$ cat config.mk
export PLATFORM = sky130hd
export DESIGN_NAME = rdg_status_gpio
export DESIGN_NICKNAME = d
export VERILOG_FILES = /design/src/core/rdg_pkg.sv /design/src/core/rdg_status_gpio.sv /design/src/core/rdg_hold_timer.sv
export VERILOG_INCLUDE_DIRS = /design/src /design/src/core
export SDC_FILE = /design/constraint.sdc
export NUM_CORES = 1
export LEC_CHECK = 0
export BUFFER_PORTS_ARGS = -buffer_cell sky130_fd_sc_hd__buf_4
export CELL_PAD_IN_SITES_DETAIL_PLACEMENT = 1
export CELL_PAD_IN_SITES_GLOBAL_PLACEMENT = 2
export CORE_MARGIN = 2
export CORE_UTILIZATION = 35
export CTS_CLUSTER_DIAMETER = 30
export DETAILED_ROUTE_END_ITERATION = 7
export PLACE_DENSITY = 0.8
export SETUP_SLACK_MARGIN = 0.5
export SYNTH_ARGS = -nofsm -noshare
export SYNTH_HDL_FRONTEND = slang
export SYNTH_SLANG_ARGS = --single-unit
export TNS_END_PERCENT = 20
$ cat constraint.sdc
create_clock -name CLK_SYS -period 6.9 [get_ports CLK_SYS]
set_input_delay 1.38 -clock CLK_SYS [delete_from_list [all_inputs] [get_ports CLK_SYS]]
set_output_delay 1.38 -clock CLK_SYS [all_outputs]
set_load 0.03 [all_outputs]
$ cat src/core/rdg_defines.svh
// Constants of the radio data status and general pin block.
// Assumes the includer runs on a 250 MHz system clock.
`ifndef RDG_DEFINES_SVH
`define RDG_DEFINES_SVH

// System clock rate in kHz, used to turn times into cycles
`define RDG_CLK_KHZ 250000

// Group ready hold time and pin two low pulse time, in ms
`define RDG_READY_HOLD_MS 40
`define RDG_IRQ_PULSE_MS 5
`define RDG_READY_HOLD_CYC (`RDG_READY_HOLD_MS * `RDG_CLK_KHZ)
`define RDG_IRQ_PULSE_CYC (`RDG_IRQ_PULSE_MS * `RDG_CLK_KHZ)

// Width of the hold counters, enough for the longer hold
`define RDG_TIMER_W 24

// Pin configuration field positions, two bits per pin
`define RDG_PIN_ONE_LSB 0
`define RDG_PIN_TWO_LSB 2
`define RDG_PIN_THREE_LSB 4

// Pin function encodings
`define RDG_FUNC_HIZ 2'h0
`define RDG_FUNC_ALT 2'h1
`define RDG_FUNC_LOW 2'h2
`define RDG_FUNC_HIGH 2'h3

// Error level codes and the bit error thresholds behind them
`define RDG_ERR_NONE 2'h0
`define RDG_ERR_FEW 2'h1
`define RDG_ERR_SOME 2'h2
`define RDG_ERR_MANY 2'h3
`define RDG_ERR_FEW_MAX 4'h2
`define RDG_ERR_SOME_MAX 4'h5

// Reset values
`define RDG_LEVEL_RST 2'h0
`define RDG_PIN_RST 3'h0

`endif

$ cat src/core/rdg_pkg.sv
// Types shared by the radio data status and general pin block.
// Assumes rdg_defines.svh is reachable on the include path.
`include "rdg_defines.svh"

package rdg_pkg;

	// One decoded group as the symbol decoder hands it over
	typedef struct packed {
		logic strobe;
		logic valid;
		logic [3:0][3:0] bit_errors;
	} rdg_group_type;

	// Status seen by the host
	typedef struct packed {
		logic group_ready_flag;
		logic stream_sync_flag;
		logic [1:0] block_a_error_level;
		logic [1:0] block_b_error_level;
		logic [1:0] block_c_error_level;
		logic [1:0] block_d_error_level;
	} rdg_status_type;

	// State of one hold timer
	typedef struct packed {
		logic active;
		logic [`RDG_TIMER_W-1:0] cnt;
	} rdg_timer_type;

	// State of the status and pin block
	typedef struct packed {
		rdg_status_type stat;
		logic seek_done_d;
		logic strap_valid;
		logic three_wire;
		logic gain_off;
		logic [2:0] pin_out;
		logic [2:0] pin_oe;
		logic [2:0] pin_level;
	} rdg_state_type;

endpackage : rdg_pkg

$ cat src/core/rdg_status_gpio.sv
// Status logic of the radio data decoder and the three general pins.
// Assumes the symbol decoder delivers one strobe per decoded group,
// and that all inputs are synchronous to CLK_SYS.
`timescale 1ns/1ns
`default_nettype none

`include "rdg_defines.svh"

module rdg_status_gpio
	import rdg_pkg::*;
#(
	parameter int unsigned READY_HOLD_CYCLES = `RDG_READY_HOLD_CYC,
	parameter int unsigned IRQ_PULSE_CYCLES = `RDG_IRQ_PULSE_CYC
) (
	// Clock and reset
	input wire logic CLK_SYS,
	input wire logic RESET,
	// Host control bits
	input wire logic RDS_ENABLE,
	input wire logic DETAIL_REPORT_SELECT,
	input wire logic GROUP_IRQ_ENABLE,
	input wire logic SEEK_IRQ_ENABLE,
	input wire logic [5:0] PIN_CONFIG,
	input wire logic GAIN_LOOP_DISABLE,
	// Symbol decoder and tuner events
	input wire rdg_group_type GROUP_REPORT,
	input wire logic STREAM_IN_SYNC,
	input wire logic SEEK_TUNE_DONE,
	input wire logic STEREO_DETECTED,
	// Levels seen on the three pins
	input wire logic [2:0] GENERAL_PIN_IN,
	// Status and control seen by the host
	output rdg_status_type STATUS,
	output logic GAIN_LOOP_OFF,
	output logic BUS_MODE_VALID,
	output logic BUS_MODE_THREE_WIRE,
	// Pin drivers, enable high while driving
	output logic [2:0] GENERAL_PIN_OUT,
	output logic [2:0] GENERAL_PIN_OE,
	output logic [2:0] GENERAL_PIN_LEVEL,
	output logic PIN_THREE_PULL_DOWN
);

	// Sort a block's bit error count into its two bit level
	function automatic logic [1:0] err_level(input logic [3:0] n);
		logic [1:0] lvl;
		lvl = `RDG_ERR_MANY;
		if (n == 4'h0) begin
			lvl = `RDG_ERR_NONE;
		end else if (n <= `RDG_ERR_FEW_MAX) begin
			lvl = `RDG_ERR_FEW;
		end else if (n <= `RDG_ERR_SOME_MAX) begin
			lvl = `RDG_ERR_SOME;
		end
		return lvl;
	endfunction : err_level

	// Drive of one pin from its two bit field: {oe, out}
	function automatic logic [1:0] pin_drive(input logic [1:0] field,
		input logic alt_ok, input logic alt_val);
		logic [1:0] drv;
		drv = 2'h0;
		case (field)
			`RDG_FUNC_HIZ: begin
				drv = 2'h0;
			end
			`RDG_FUNC_ALT: begin
				// Pins without an alternate use stay undriven
				if (alt_ok) begin
					drv = {1'b1, alt_val};
				end else begin
					drv = 2'h0;
				end
			end
			`RDG_FUNC_LOW: begin
				drv = 2'h2;
			end
			`RDG_FUNC_HIGH: begin
				drv = 2'h3;
			end
			default: begin
				drv = 2'h0;
			end
		endcase
		return drv;
	endfunction : pin_drive

	// Registered state and its next value
	rdg_state_type st_ff;
	rdg_state_type nxt_st;

	// Group and interrupt events
	logic detail_mode;
	logic group_hit;
	logic seek_rise;
	logic pin_two_irq_mode;
	logic irq_start;

	// Hold timer outputs
	logic ready_active;
	logic irq_active;

	// Per pin drive and alternate function values
	logic [2:0] drv_out;
	logic [2:0] drv_oe;
	logic [2:0] alt_ok;
	logic [2:0] alt_val;

	// Error level of each block of the current group, A first
	logic [3:0][1:0] new_level;

	// Reporting mode: low is standard (default), high is detailed
	assign detail_mode = DETAIL_REPORT_SELECT;

	// A group counts when data handling is on. Standard mode wants
	// a valid group; detailed mode wants lock, whatever the errors.
	always_comb begin
		group_hit = 1'b0;
		if (RDS_ENABLE && GROUP_REPORT.strobe) begin
			if (detail_mode) begin
				group_hit = STREAM_IN_SYNC;
			end else begin
				group_hit = GROUP_REPORT.valid;
			end
		end
	end

	// Seek or tune completion also pulses pin two when enabled
	assign seek_rise = SEEK_TUNE_DONE & ~st_ff.seek_done_d;

	// Pin two acts as an interrupt only with function field 01
	assign pin_two_irq_mode =
		(PIN_CONFIG[`RDG_PIN_TWO_LSB +: 2] == `RDG_FUNC_ALT);

	// Interrupt pulse start: group events need the group enable
	assign irq_start = pin_two_irq_mode &
		((group_hit & GROUP_IRQ_ENABLE) | (seek_rise & SEEK_IRQ_ENABLE));

	// Ready flag hold, retriggered by every counted group; a burst of
	// groups therefore never shortens the flag below the full hold
	rdg_hold_timer #(
		.HOLD_CYCLES(READY_HOLD_CYCLES)
	) u_ready_hold (
		.clk_sys(CLK_SYS),
		.reset(RESET),
		.start(group_hit),
		.active(ready_active)
	);

	// Pin two low pulse hold; the pin is registered once more after
	// the timer, so the host sees a clean low without glitches
	rdg_hold_timer #(
		.HOLD_CYCLES(IRQ_PULSE_CYCLES)
	) u_irq_pulse (
		.clk_sys(CLK_SYS),
		.reset(RESET),
		.start(irq_start),
		.active(irq_active)
	);

	// Alternate pin uses: pin one has none, pin two is the low going
	// interrupt (idle high), pin three shows stereo reception
	assign alt_ok = 3'h6;
	assign alt_val = {STEREO_DETECTED, ~irq_active, 1'b1};

	// Per pin drive decode; plain input/output use does not look at
	// the data enable or any other enable bit
	genvar gi;
	generate
		for (gi = 0; gi < 3; gi++) begin : g_pin
			logic [1:0] drv;
			assign drv = pin_drive(PIN_CONFIG[2*gi +: 2], alt_ok[gi], alt_val[gi]);
			assign drv_oe[gi] = drv[1];
			assign drv_out[gi] = drv[0];
		end
	endgenerate

	// One error level decoder per block; the levels only reach the
	// status when the group is counted in detailed mode
	generate
		for (gi = 0; gi < 4; gi++) begin : g_level
			assign new_level[gi] = err_level(GROUP_REPORT.bit_errors[gi]);
		end
	endgenerate

	// Next state
	always_comb begin
		nxt_st = st_ff;

		// Gain loop disable is passed to the amplifier control
		nxt_st.gain_off = GAIN_LOOP_DISABLE;

		// Bus mode straps are caught in the first cycle after the
		// release, while every pin is still undriven
		if (!st_ff.strap_valid) begin
			nxt_st.strap_valid = 1'b1;
			nxt_st.three_wire = GENERAL_PIN_IN[2] & ~GENERAL_PIN_IN[0];
		end

		// Ready flag is forced low while data handling is off
		nxt_st.stat.group_ready_flag = RDS_ENABLE & ready_active;

		// Sync flag exists only in detailed mode
		nxt_st.stat.stream_sync_flag =
			RDS_ENABLE & detail_mode & STREAM_IN_SYNC;

		// Error levels: zero in standard mode or when disabled,
		// otherwise updated with each group while locked
		if (!RDS_ENABLE || !detail_mode) begin
			nxt_st.stat.block_a_error_level = `RDG_LEVEL_RST;
			nxt_st.stat.block_b_error_level = `RDG_LEVEL_RST;
			nxt_st.stat.block_c_error_level = `RDG_LEVEL_RST;
			nxt_st.stat.block_d_error_level = `RDG_LEVEL_RST;
		end else if (group_hit) begin
			nxt_st.stat.block_a_error_level = new_level[0];
			nxt_st.stat.block_b_error_level = new_level[1];
			nxt_st.stat.block_c_error_level = new_level[2];
			nxt_st.stat.block_d_error_level = new_level[3];
		end

		// Seek completion edge detector
		nxt_st.seek_done_d = SEEK_TUNE_DONE;

		// Pins stay undriven until the straps have been taken
		nxt_st.pin_out = drv_out;
		nxt_st.pin_oe = st_ff.strap_valid ? drv_oe : `RDG_PIN_RST;

		// Pin levels for read back
		nxt_st.pin_level = GENERAL_PIN_IN;
	end

	// State register
	always_ff @(posedge CLK_SYS or posedge RESET) begin
		if (RESET) begin
			st_ff <= '0;
		end else begin
			st_ff <= nxt_st;
		end
	end

	// Status and control outputs, straight from the state register
	assign STATUS = st_ff.stat;
	assign GAIN_LOOP_OFF = st_ff.gain_off;

	// Bus mode result, valid from the first edge after release
	assign BUS_MODE_VALID = st_ff.strap_valid;
	assign BUS_MODE_THREE_WIRE = st_ff.three_wire;

	// Pin drive and read back, all registered
	assign GENERAL_PIN_OUT = st_ff.pin_out;
	assign GENERAL_PIN_OE = st_ff.pin_oe;
	assign GENERAL_PIN_LEVEL = st_ff.pin_level;

	// Weak pull-down on pin three only while reset is held
	assign PIN_THREE_PULL_DOWN = RESET;

endmodule : rdg_status_gpio

`default_nettype wire

$ cat src/core/rdg_hold_timer.sv
// Retriggerable hold timer: output high for a fixed number of cycles.
// Assumes one clock and an asynchronous active high reset.
`timescale 1ns/1ns
`default_nettype none

`include "rdg_defines.svh"

module rdg_hold_timer
	import rdg_pkg::*;
#(
	parameter int unsigned HOLD_CYCLES = 1
) (
	input wire logic clk_sys,
	input wire logic reset,
	input wire logic start,
	output logic active
);

	localparam logic [`RDG_TIMER_W-1:0] LOAD_VAL = `RDG_TIMER_W'(HOLD_CYCLES - 1);

	rdg_timer_type tm_ff;
	rdg_timer_type nxt_tm;

	// Start reloads, so a new event always gets the full hold
	always_comb begin
		nxt_tm = tm_ff;
		if (start) begin
			nxt_tm.active = 1'b1;
			nxt_tm.cnt = LOAD_VAL;
		end else if (tm_ff.cnt != '0) begin
			nxt_tm.cnt = tm_ff.cnt - 1'b1;
		end else begin
			nxt_tm.active = 1'b0;
		end
	end

	// State register
	always_ff @(posedge clk_sys or posedge reset) begin
		if (reset) begin
			tm_ff <= '0;
		end else begin
			tm_ff <= nxt_tm;
		end
	end

	assign active = tm_ff.active;

endmodule : rdg_hold_timer

`default_nettype wire

==> results of run 1 <==
## cell usage after synthesis (2+ instances only)
master      n
ha_1        4
and2_0      2
a2111oi_0   8
o21a_1      3
a311o_1     2
nand2b_1    8
inv_1       7
and4_1      3
dfrtp_1    73
xor2_1      3
and3_1      7
buf_4      20
or3_1      14
nor3_1     23
a211oi_1    8
or4_1       7
and2_1      5
nor2_1     35
nand2_1    35
buf_2       2
xnor2_1    19
mux2i_1     2
clkbuf_1    9
nand3_1    10
o31ai_1     2
or2_2       5
o211ai_1    4
a21oi_1    13
nor2b_1     3
nand4_1     3
nor4_1      5
a31oi_1     6
nor4b_1     2
a21boi_0    2
o21ai_0    18
## kinds of logic (layout without fill, tap and decap cells)
group           after synthesis  after routing  share of synthesized area [%]
compound gates               71             71                           12.5
xor+xnor                     22             22                           5.14
fa+ha+maj                     4              4                           1.34
buf+inv                      39             85                           6.18
flops                        73             73                           48.8
mux                           2              2                          0.534
other cells                   1              1                          0.100
simple gates                175            175                           25.4
## state kept, by name, indices dropped and copies added, names as in the netlist
register	cells
u_irq_pulse.tm_ff	24
u_ready_hold.tm_ff	24
STATUS	10
GENERAL_PIN_LEVEL	3
GENERAL_PIN_OE	3
GENERAL_PIN_OUT	3
BUS_MODE_THREE_WIRE	1
BUS_MODE_VALID	1
GAIN_LOOP_OFF	1
st_ff	1
u_irq_pulse.active	1
u_ready_hold.active	1
## path summary, 6_finish.rpt
| path | start | to | cells after the start |
|---|---|---|---|
| max | RESET | PIN_THREE_PULL_DOWN | 2 |
| min | u_irq_pulse.active$_DFFE_PP0P_ | GENERAL_PIN_OUT[1]$_DFF_PP0_ | 1 |
| max reg2reg | u_irq_pulse.tm_ff[9]$_DFFE_PP0P_ | u_irq_pulse.tm_ff[0]$_DFFE_PP0P_ | 5 |
| min reg2reg | u_irq_pulse.active$_DFFE_PP0P_ | GENERAL_PIN_OUT[1]$_DFF_PP0_ | 1 |
| max in group asynchronous | RESET | STATUS[3]$_DFFE_PP0P_ | 3 |
| min in group asynchronous | RESET | GAIN_LOOP_OFF$_DFF_PP0_ | 3 |
## per-layer routing
metal	up-vias	share of wire, %	global-route usage (%)
met3	9	5.5	4.72
met2	61	46	26.8
li1	1448	-	-
met1	1516	48	22.3
met5	-	0	0
met4	0	1.1	4.67
## layout make-up
class	count	area (um2)
fillers	1203	5970
repair buffers	63	473
inverters	7	26.3
multi-input cells	275	1690
clock buffers	12	145
clock inverters	3	65.1
well taps	136	170
flip-flops and latches	73	1830
## worst reg2reg max path: stages, from the launching register on
cell and delay (ps):
dfrtp_1 420, or4_4 590, nor4_4 820, nand2_1 420, xnor2_1 260, nand2_1 80
## metrics by stage
stage               hold slack [ps]  setup slack (ps)
global route                    483              3800
global placement                462              3660
detailed placement              461              3580
floorplan                       429              3670
finish                          472              3870
CTS                             479              3860
## power groups by stage
stage                     registers [W]  logic [W]  clock network [W]
after floorplan                0.000522   0.000143                  0
after global placement         0.000533   0.000188                  0
after detailed placement       0.000535   0.000195                  0
after CTS                      0.000527   0.000197           0.000384
after global routing           0.000536   0.000220           0.000401
final                          0.000528   0.000194           0.000370
==> impl_metrics.yaml, run 1 <==
logic_synthesis:
  ys.flop_type: "dfrtp_1"
  yosys-top-cells-area: "dfrtp_1 49%, xnor2_1 4.4%, buf_4 4.0%"
  synth_cell_types: 50
  synth_top_area_cell: "dfrtp_1"
  syn_area_per_cell_um2: 9.68
  synth_area_mm2: 0.00375
  synthArstFlopShare_pct: 100
  ys_seq_elements: 73
  syn_nets: 428
  synth_top_area_share_pct: 48.8
  synth_enable_flop_cells: 0
  synth-seq-area-share_pct: 48.8
  synthCells: 387
  ys.warnings.count: 0
power_and_ir_drop:
  seqPwrFrac_pct: 48.4
  swShare_pct: 29.0
  p_leak_nw: 1.82
  switchingPower_w: 0.000316
  clkPwrFrac_pct: 33.9
  pwr-share-comb_pct: 17.7
  internal_power_w: 0.000775
  power_w: 0.00109
  power_density_mw_per_mm2: 248
  vdd_drop_max_mv: 0.134
clock_tree:
  cts_buffer_depth: 2
  cts_hold_buf: 0
  cts_resized: 0
  cts_sinks: 73
  cts_tree: "done"
  cts_root_buffer: "clkbuf_8"
  htree_levels: 3
  cts_setup_buffers: 0
  cts-buffers-inserted: 9
  clkTransAtPathRegs_ps: 70
  clkLatencyLatePin_ps: 350
sta:
  hold_violations: 0
  tightest_slew_ps: 960
  fmax_ghz: 0.330
  tns_ps: 0
  drv_slew: 0
  finClkSkew_ps: 7.98
  period_needed_ps: 3030
  post-route-period-util_pct: 44.0
  rsz0062_at_grt: "no"
  relSlewSlack_pct: 36.0
  setup_violations: 0
cells_and_area:
  final_util_pct: 42.4
  area_delta_synth_final_pct: 17.5
  final_common_cell: "dfrtp_1"
  antennaDiodeCount: 0
  nNetsFinal: 470
  mostFrequentLayoutCells: "73 x dfrtp_1, 63 x buf_4, 35 x nand2_1, 35 x nor2_1, 23 x nor3_1"
  stdcell_area_mm2: 0.00440
  drive_above_1_share_pct: 20.8
  fin_cells: 569
global_route:
  grt.total_usage_pct: 16.8
  antenna_found_initial: 0
  grt_pass1_vias: 3148
  grt_max_degree: 74
  overflow: 0
  grt_pass1_wl_um: 15400
floorplan:
  design.core.area_mm2: 0.0104
  dieArea_mm2: 0.0115
  die_w_um: 107
  start_util_pct: 36.1
  die_y_um: 107
  io_pins: 60
  core.rowCount: 37
setup_path:
  cp-start-kind: "input port"
  r2r_slack_ps: 4190
  worst_path_largest_cell_delay_ps: 160
  cp_common_cell: "buf_4"
  cp_top_family: "buffers and inverters"
  crit_buf_inv: 2
  cp_max_fo: 2
  cp_cell_sequence: "buf_4, buf_4"
  cp.arrival_ps: 1650
  end_kind: "primary output"
  critical_path_class: "input port to primary output"
  crit_path_top_delay_cell: "buf_4"
  required_ps: 5520
drt:
  wire_per_inst_um: 15.8
  drt_first_pass_iters: 4
  num_vias: 3034
  drtIter0Drc: 136
  antenna_left: 0
  wirelength_um: 8990
  via_per_inst: 5.33
  drc: 0
placement:
  dp.cells: 554
  hpwl_um: 6240
  placed_area_mm2: 0.00419
  portBuffers: 59
  place.gp.congestion: 0.778
run:
  max_cap_violations: 0
worst_hold_path:
  worstHoldPathType: "flip-flop to flip-flop"
outcome:
  status: "complete, no violations"
(Power assumes the default switching activity.)
==> inputs of run 2 (changes only) <==
- clock period: 6.9 -> 3 ns (I/O delays scaled with it)
==> run 2 against run 1 <==
Effect of this change: clock power increased by 100%; critical path depth up 4; utilization grew 0.30 points; total power is 120% higher; largest cell class unchanged.
==> impl_metrics.yaml, run 2 (synthesis results as in run 1) <==
cells_and_area:
  final_common_cell: "dfrtp_1"
  fillers: 1218
  drive_above_1_share_pct: 21.9
  antennaDiodeCount: 0
  nNetsFinal: 474
  area_delta_synth_final_pct: 18.3
  mostFrequentLayoutCells: "73 x dfrtp_1, 66 x buf_4, 35 x nand2_1, 35 x nor2_1, 22 x nor3_1"
drt:
  antenna_left: 0
  wirelength_um: 9050
  num_vias: 3033
  drtIter0Drc: 52
  drt_first_pass_iters: 5
  wire_per_inst_um: 15.8
  drc: 0
  via_per_inst: 5.28
placement:
  place.gp.congestion: 0.773
  hpwl_um: 6540
  portBuffers: 59
  pre_cts_ws_ps: 694
outcome:
  status: "complete, no violations"
clock_tree:
  cts_buffer_depth: 2
  htree_levels: 3
  cts_tree: "done"
  clkLatencyLatePin_ps: 340
  cts-buffers-inserted: 9
  cts_hold_buf: 0
  clkTransAtPathRegs_ps: 80
  cts_sinks: 73
  cts_root_buffer: "clkbuf_8"
  cts_setup_buffers: 0
  cts_resized: 0
floorplan:
  io_pins: 60
  design.core.area_mm2: 0.0104
  core.rowCount: 37
  start_util_pct: 36.1
  die_w_um: 107
  dieArea_mm2: 0.0115
  die_y_um: 107
global_route:
  grt.busiest_layer: "met2"
  grt_pass1_vias: 3255
  grt_max_degree: 49
  antenna_found_initial: 0
  met1_usage_pct: 22.1
  overflow: 0
  grtUsageMet2_pct: 28.6
  met3_usage_pct: 4.66
  grt.total_usage_pct: 17.2
  grt_pass1_wl_um: 15800
sta:
  tightest_slew_ps: 615
  timing.hold.ws_ps: 331
  period_needed_ps: 2360
  tns_ps: 0
  drv_slew: 0
  hold_violations: 0
  fmax_ghz: 0.423
  relSlewSlack_pct: 57.9
  setup_violations: 0
  post-route-period-util_pct: 78.7
  finClkSkew_ps: 8.45
  setup_ws_ps: 638
  rsz0062_at_grt: "no"
setup_path:
  critical_path_class: "flip-flop to flip-flop"
  worstRegToRegCells: 6
  cp.arrival_ps: 2580
  r2r_slack_ps: 640
  crit_buf_inv: 1
  timing.rr.end: "u_ready_hold.tm_ff[13]$_DFFE_PP0P_"
  endpoint: "u_ready_hold.tm_ff[13]$_DFFE_PP0P_"
  startpoint: "u_ready_hold.tm_ff[19]$_DFFE_PP0P_"
  cp_top_family: "simple AND/OR/NAND/NOR gates"
  end_kind: "flip-flop"
  required_ps: 3210
  crit_path_top_delay_cell: "or4_1"
  cp_cell_sequence: "or4_1, nor3_1, buf_4, a311o_1, nor4_1, mux2i_1"
  cp_max_fo: 12
  crit-reg2reg-launch: "u_ready_hold.tm_ff[19]$_DFFE_PP0P_"
  cp-start-kind: "flip-flop"
  cp_num_cells: 6
  worst_path_largest_cell_delay_ps: 530
power_and_ir_drop:
  power_density_mw_per_mm2: 546
  p_leak_nw: 1.84
  power_w: 0.00242
  vdd_drop_max_mv: 0.223
run:
  max_cap_violations: 0
worst_hold_path:
  worstHoldPathType: "input port to asynchronous set/reset pin"
run 2: worst min path at each step:
stage	from	endpoint	slack, ps	depth (start not counted)
finish	RESET	GAIN_LOOP_OFF$_DFF_PP0_	330	2
global route	GENERAL_PIN_IN[1]	GENERAL_PIN_LEVEL[1]$_DFF_PP0_	340	1
CTS	RESET	GAIN_LOOP_OFF$_DFF_PP0_	340	2
detailed placement	u_irq_pulse.active$_DFFE_PP0P_	GENERAL_PIN_OUT[1]$_DFF_PP0_	470	1
global placement	u_irq_pulse.active$_DFFE_PP0P_	GENERAL_PIN_OUT[1]$_DFF_PP0_	470	1
floorplan	u_irq_pulse.active$_DFFE_PP0P_	GENERAL_PIN_OUT[1]$_DFF_PP0_	430	1
run 2: routing by layer:
layer,wire [um],vias to the layer above
met5,0,-
met4,92,0
met3,501,8
met2,4190,62
met1,4260,1509
li1,-,1454
run 2: where the power goes:
part           switching (W)  internal [W]  total [W]  leakage (nW)
clock               0.000352      0.000406   0.000758        0.0974
sequential          0.000120       0.00109    0.00121         0.868
combinational       0.000241      0.000207   0.000448         0.873
total               0.000713       0.00171    0.00242          1.84
run 2: through the flow:
step	cell area [um2]	util (%)	instances
finish	4430	42.7	574
global route	4430	42.7	574
CTS	4420	42.6	574
detailed placement	4230	40.8	558
global placement	4230	40.8	558
floorplan	3750	-	387
run 2: cell type report:
type                            count  area, um2  share of cell area, %
Tap cell                          136        170                   3.84
Clock buffer                       13        149                   3.36
Inverter                            7       26.3                  0.593
Timing Repair Buffer               67        515                   11.6
Clock inverter                      3       40.0                  0.903
Sequential cell                    73       1830                   41.2
Multi-Input combinational cell    275       1700                   38.5
run 2: worst register-to-register path: stages (launching register included):
cell,delay [ps]
dfrtp_1,420
or4_1,530
nor3_1,350
buf_4,250
a311o_1,440
nor4_1,120
mux2i_1,140
==> inputs of run 3 (changes only) <==
- clock period: 3 -> 2.2 ns (I/O delays scaled with it)
==> run 3 against run 2 <==
Effect of this change: worst setup slack lost 480 ps; hold slack lost 150 ps; largest cell class unchanged; total power grew 43%; non-clock buffer count grew 35.
==> impl_metrics.yaml, run 3 (synthesis results as in run 1) <==
sta:
  setup_ws_ps: 155
  finClkSkew_ps: 12.2
  fmax_ghz: 0.489
  relSlewSlack_pct: 58.8
  drv_slew: 0
  post-route-period-util_pct: 92.9
  tightest_slew_ps: 618
  rsz0062_at_grt: "yes"
  setup_violations: 0
  timing.hold.ws_ps: 177
  tns_ps: 0
  period_needed_ps: 2040
  hold_violations: 0
setup_path:
  timing.rr.end: "u_irq_pulse.tm_ff[11]$_DFFE_PP0P_"
  cp-start-kind: "flip-flop"
  worstRegToRegCells: 6
  required_ps: 2500
  critical_path_class: "flip-flop to flip-flop"
  end_kind: "flip-flop"
  crit-reg2reg-launch: "u_irq_pulse.tm_ff[3]$_DFFE_PP0P_"
  r2r_slack_ps: 160
  cp.arrival_ps: 2340
  cp_max_fo: 9
clock_tree:
  cts_hold_buf: 0
  cts_sinks: 73
  clkTransAtPathRegs_ps: 80
  cts-buffers-inserted: 9
  cts_tree: "done"
  htree_levels: 3
  clkLatencyLatePin_ps: 360
  cts_buffer_depth: 2
  cts_root_buffer: "clkbuf_8"
floorplan:
  core.rowCount: 37
  start_util_pct: 36.1
  die_w_um: 107
  dieArea_mm2: 0.0115
  io_pins: 60
  die_y_um: 107
  design.core.area_mm2: 0.0104
power_and_ir_drop:
  seqPwrFrac_pct: 47.9
  p_leak_nw: 2.02
  power_density_mw_per_mm2: 718
  internal_power_w: 0.00241
  switchingPower_w: 0.00106
  clkPwrFrac_pct: 30.3
  swShare_pct: 30.6
  power_w: 0.00347
  vdd_drop_max_mv: 0.473
  pwr-share-comb_pct: 21.8
global_route:
  overflow: 0
  grt_max_degree: 47
  grt_pass1_wl_um: 16200
  antenna_found_initial: 0
  grt.total_usage_pct: 17.9
  grt_pass1_vias: 3294
drt:
  wire_per_inst_um: 16.1
  drc: 0
  antenna_left: 0
  wirelength_um: 9800
  drtIter0Drc: 113
  via_per_inst: 5.18
  drt_first_pass_iters: 4
  num_vias: 3154
cells_and_area:
  final_common_cell: "buf_4"
  stdcell_area_mm2: 0.00483
  mostFrequentLayoutCells: "98 x buf_4, 72 x dfrtp_1, 35 x nand2_1, 35 x nor2_1, 20 x nor3_1"
  fillers: 1221
  area_delta_synth_final_pct: 28.8
  drive_above_1_share_pct: 31.9
  antennaDiodeCount: 0
  nNetsFinal: 509
outcome:
  status: "complete, no violations"
run:
  max_cap_violations: 0
placement:
  placed_area_mm2: 0.00434
  pre_cts_ws_ps: 40.2
  place.gp.congestion: 0.801
  portBuffers: 59
  hpwl_um: 6670
worst_hold_path:
  worstHoldPathType: "input port to asynchronous set/reset pin"
run 3: cell count changes in the layout (fill, tap and decap cells not counted), sizes merged:
cell / change
buf: +35
clkinvlp: +1
inv: -1
run 3: worst max path at each step:
stage                                              to  cells after the start  slack [ps]                              from
global placement    u_irq_pulse.tm_ff[23]$_DFFE_PP0P_                      6          80  u_irq_pulse.tm_ff[9]$_DFFE_PP0P_
floorplan            u_irq_pulse.tm_ff[6]$_DFFE_PP0P_                      5         140  u_irq_pulse.tm_ff[9]$_DFFE_PP0P_
finish              u_irq_pulse.tm_ff[11]$_DFFE_PP0P_                      6         160  u_irq_pulse.tm_ff[3]$_DFFE_PP0P_
detailed placement  u_irq_pulse.tm_ff[23]$_DFFE_PP0P_                      6          40  u_irq_pulse.tm_ff[9]$_DFFE_PP0P_
CTS                 u_irq_pulse.tm_ff[23]$_DFFE_PP0P_                      6         160  u_irq_pulse.tm_ff[7]$_DFFE_PP0P_
global route        u_irq_pulse.tm_ff[11]$_DFFE_PP0P_                      6          60  u_irq_pulse.tm_ff[5]$_DFFE_PP0P_
run 3: repair_timing:
action                                 CTS  global route
pin swaps                                5             5
setup buffers                           13             6
endpoints found under the hold margin    0             0
gates resized for setup                 17            20
gates cloned                             1             0
setup endpoints to repair               49            50
run 3: per-stage QoR:
step / std cells / utilization (%)
detailed placement: 573 / 41.8
floorplan: 387 / -
CTS: 603 / 45.4
global placement: 573 / 41.8
finish: 609 / 46.5
global route: 609 / 46.5
run 3: routing by layer:
| layer | GRT usage, % | wire, um | up-vias |
|---|---|---|---|
| li1 | - | - | 1524 |
| met1 | 23.6 | 4570 | 1549 |
| met2 | 28.8 | 4600 | 74 |
| met3 | 4.48 | 514 | 7 |
| met4 | 6.32 | 114 | 0 |
| met5 | 0 | 0 | - |
run 3: critical path, cell delays in order (launching register included):
cell and delay (ps):
dfrtp_1 450, nor4_1 270, buf_4 180, nand2_1 160, a21o_2 310, or4_2 540
nand2_1 80
run 3: layout make-up:
class	instances	area (um2)	area share (%)
sequential	73	1830	37.9
timing repair buffer	102	781	16.2
tap	136	170	3.53
inverter	7	30.0	0.622
clock buffer	13	149	3.09
multi-input combinational	275	1830	37.9
clock inverter	3	40.0	0.830
run 3: power groups by stage:
stage                     Combinational [W]  Sequential (W)  Clock [W]
final                              0.000756         0.00166    0.00105
after global routing               0.000837         0.00168    0.00115
after CTS                          0.000715         0.00165    0.00109
after detailed placement           0.000670         0.00167          0
after global placement             0.000654         0.00166          0
after floorplan                    0.000448         0.00164          0
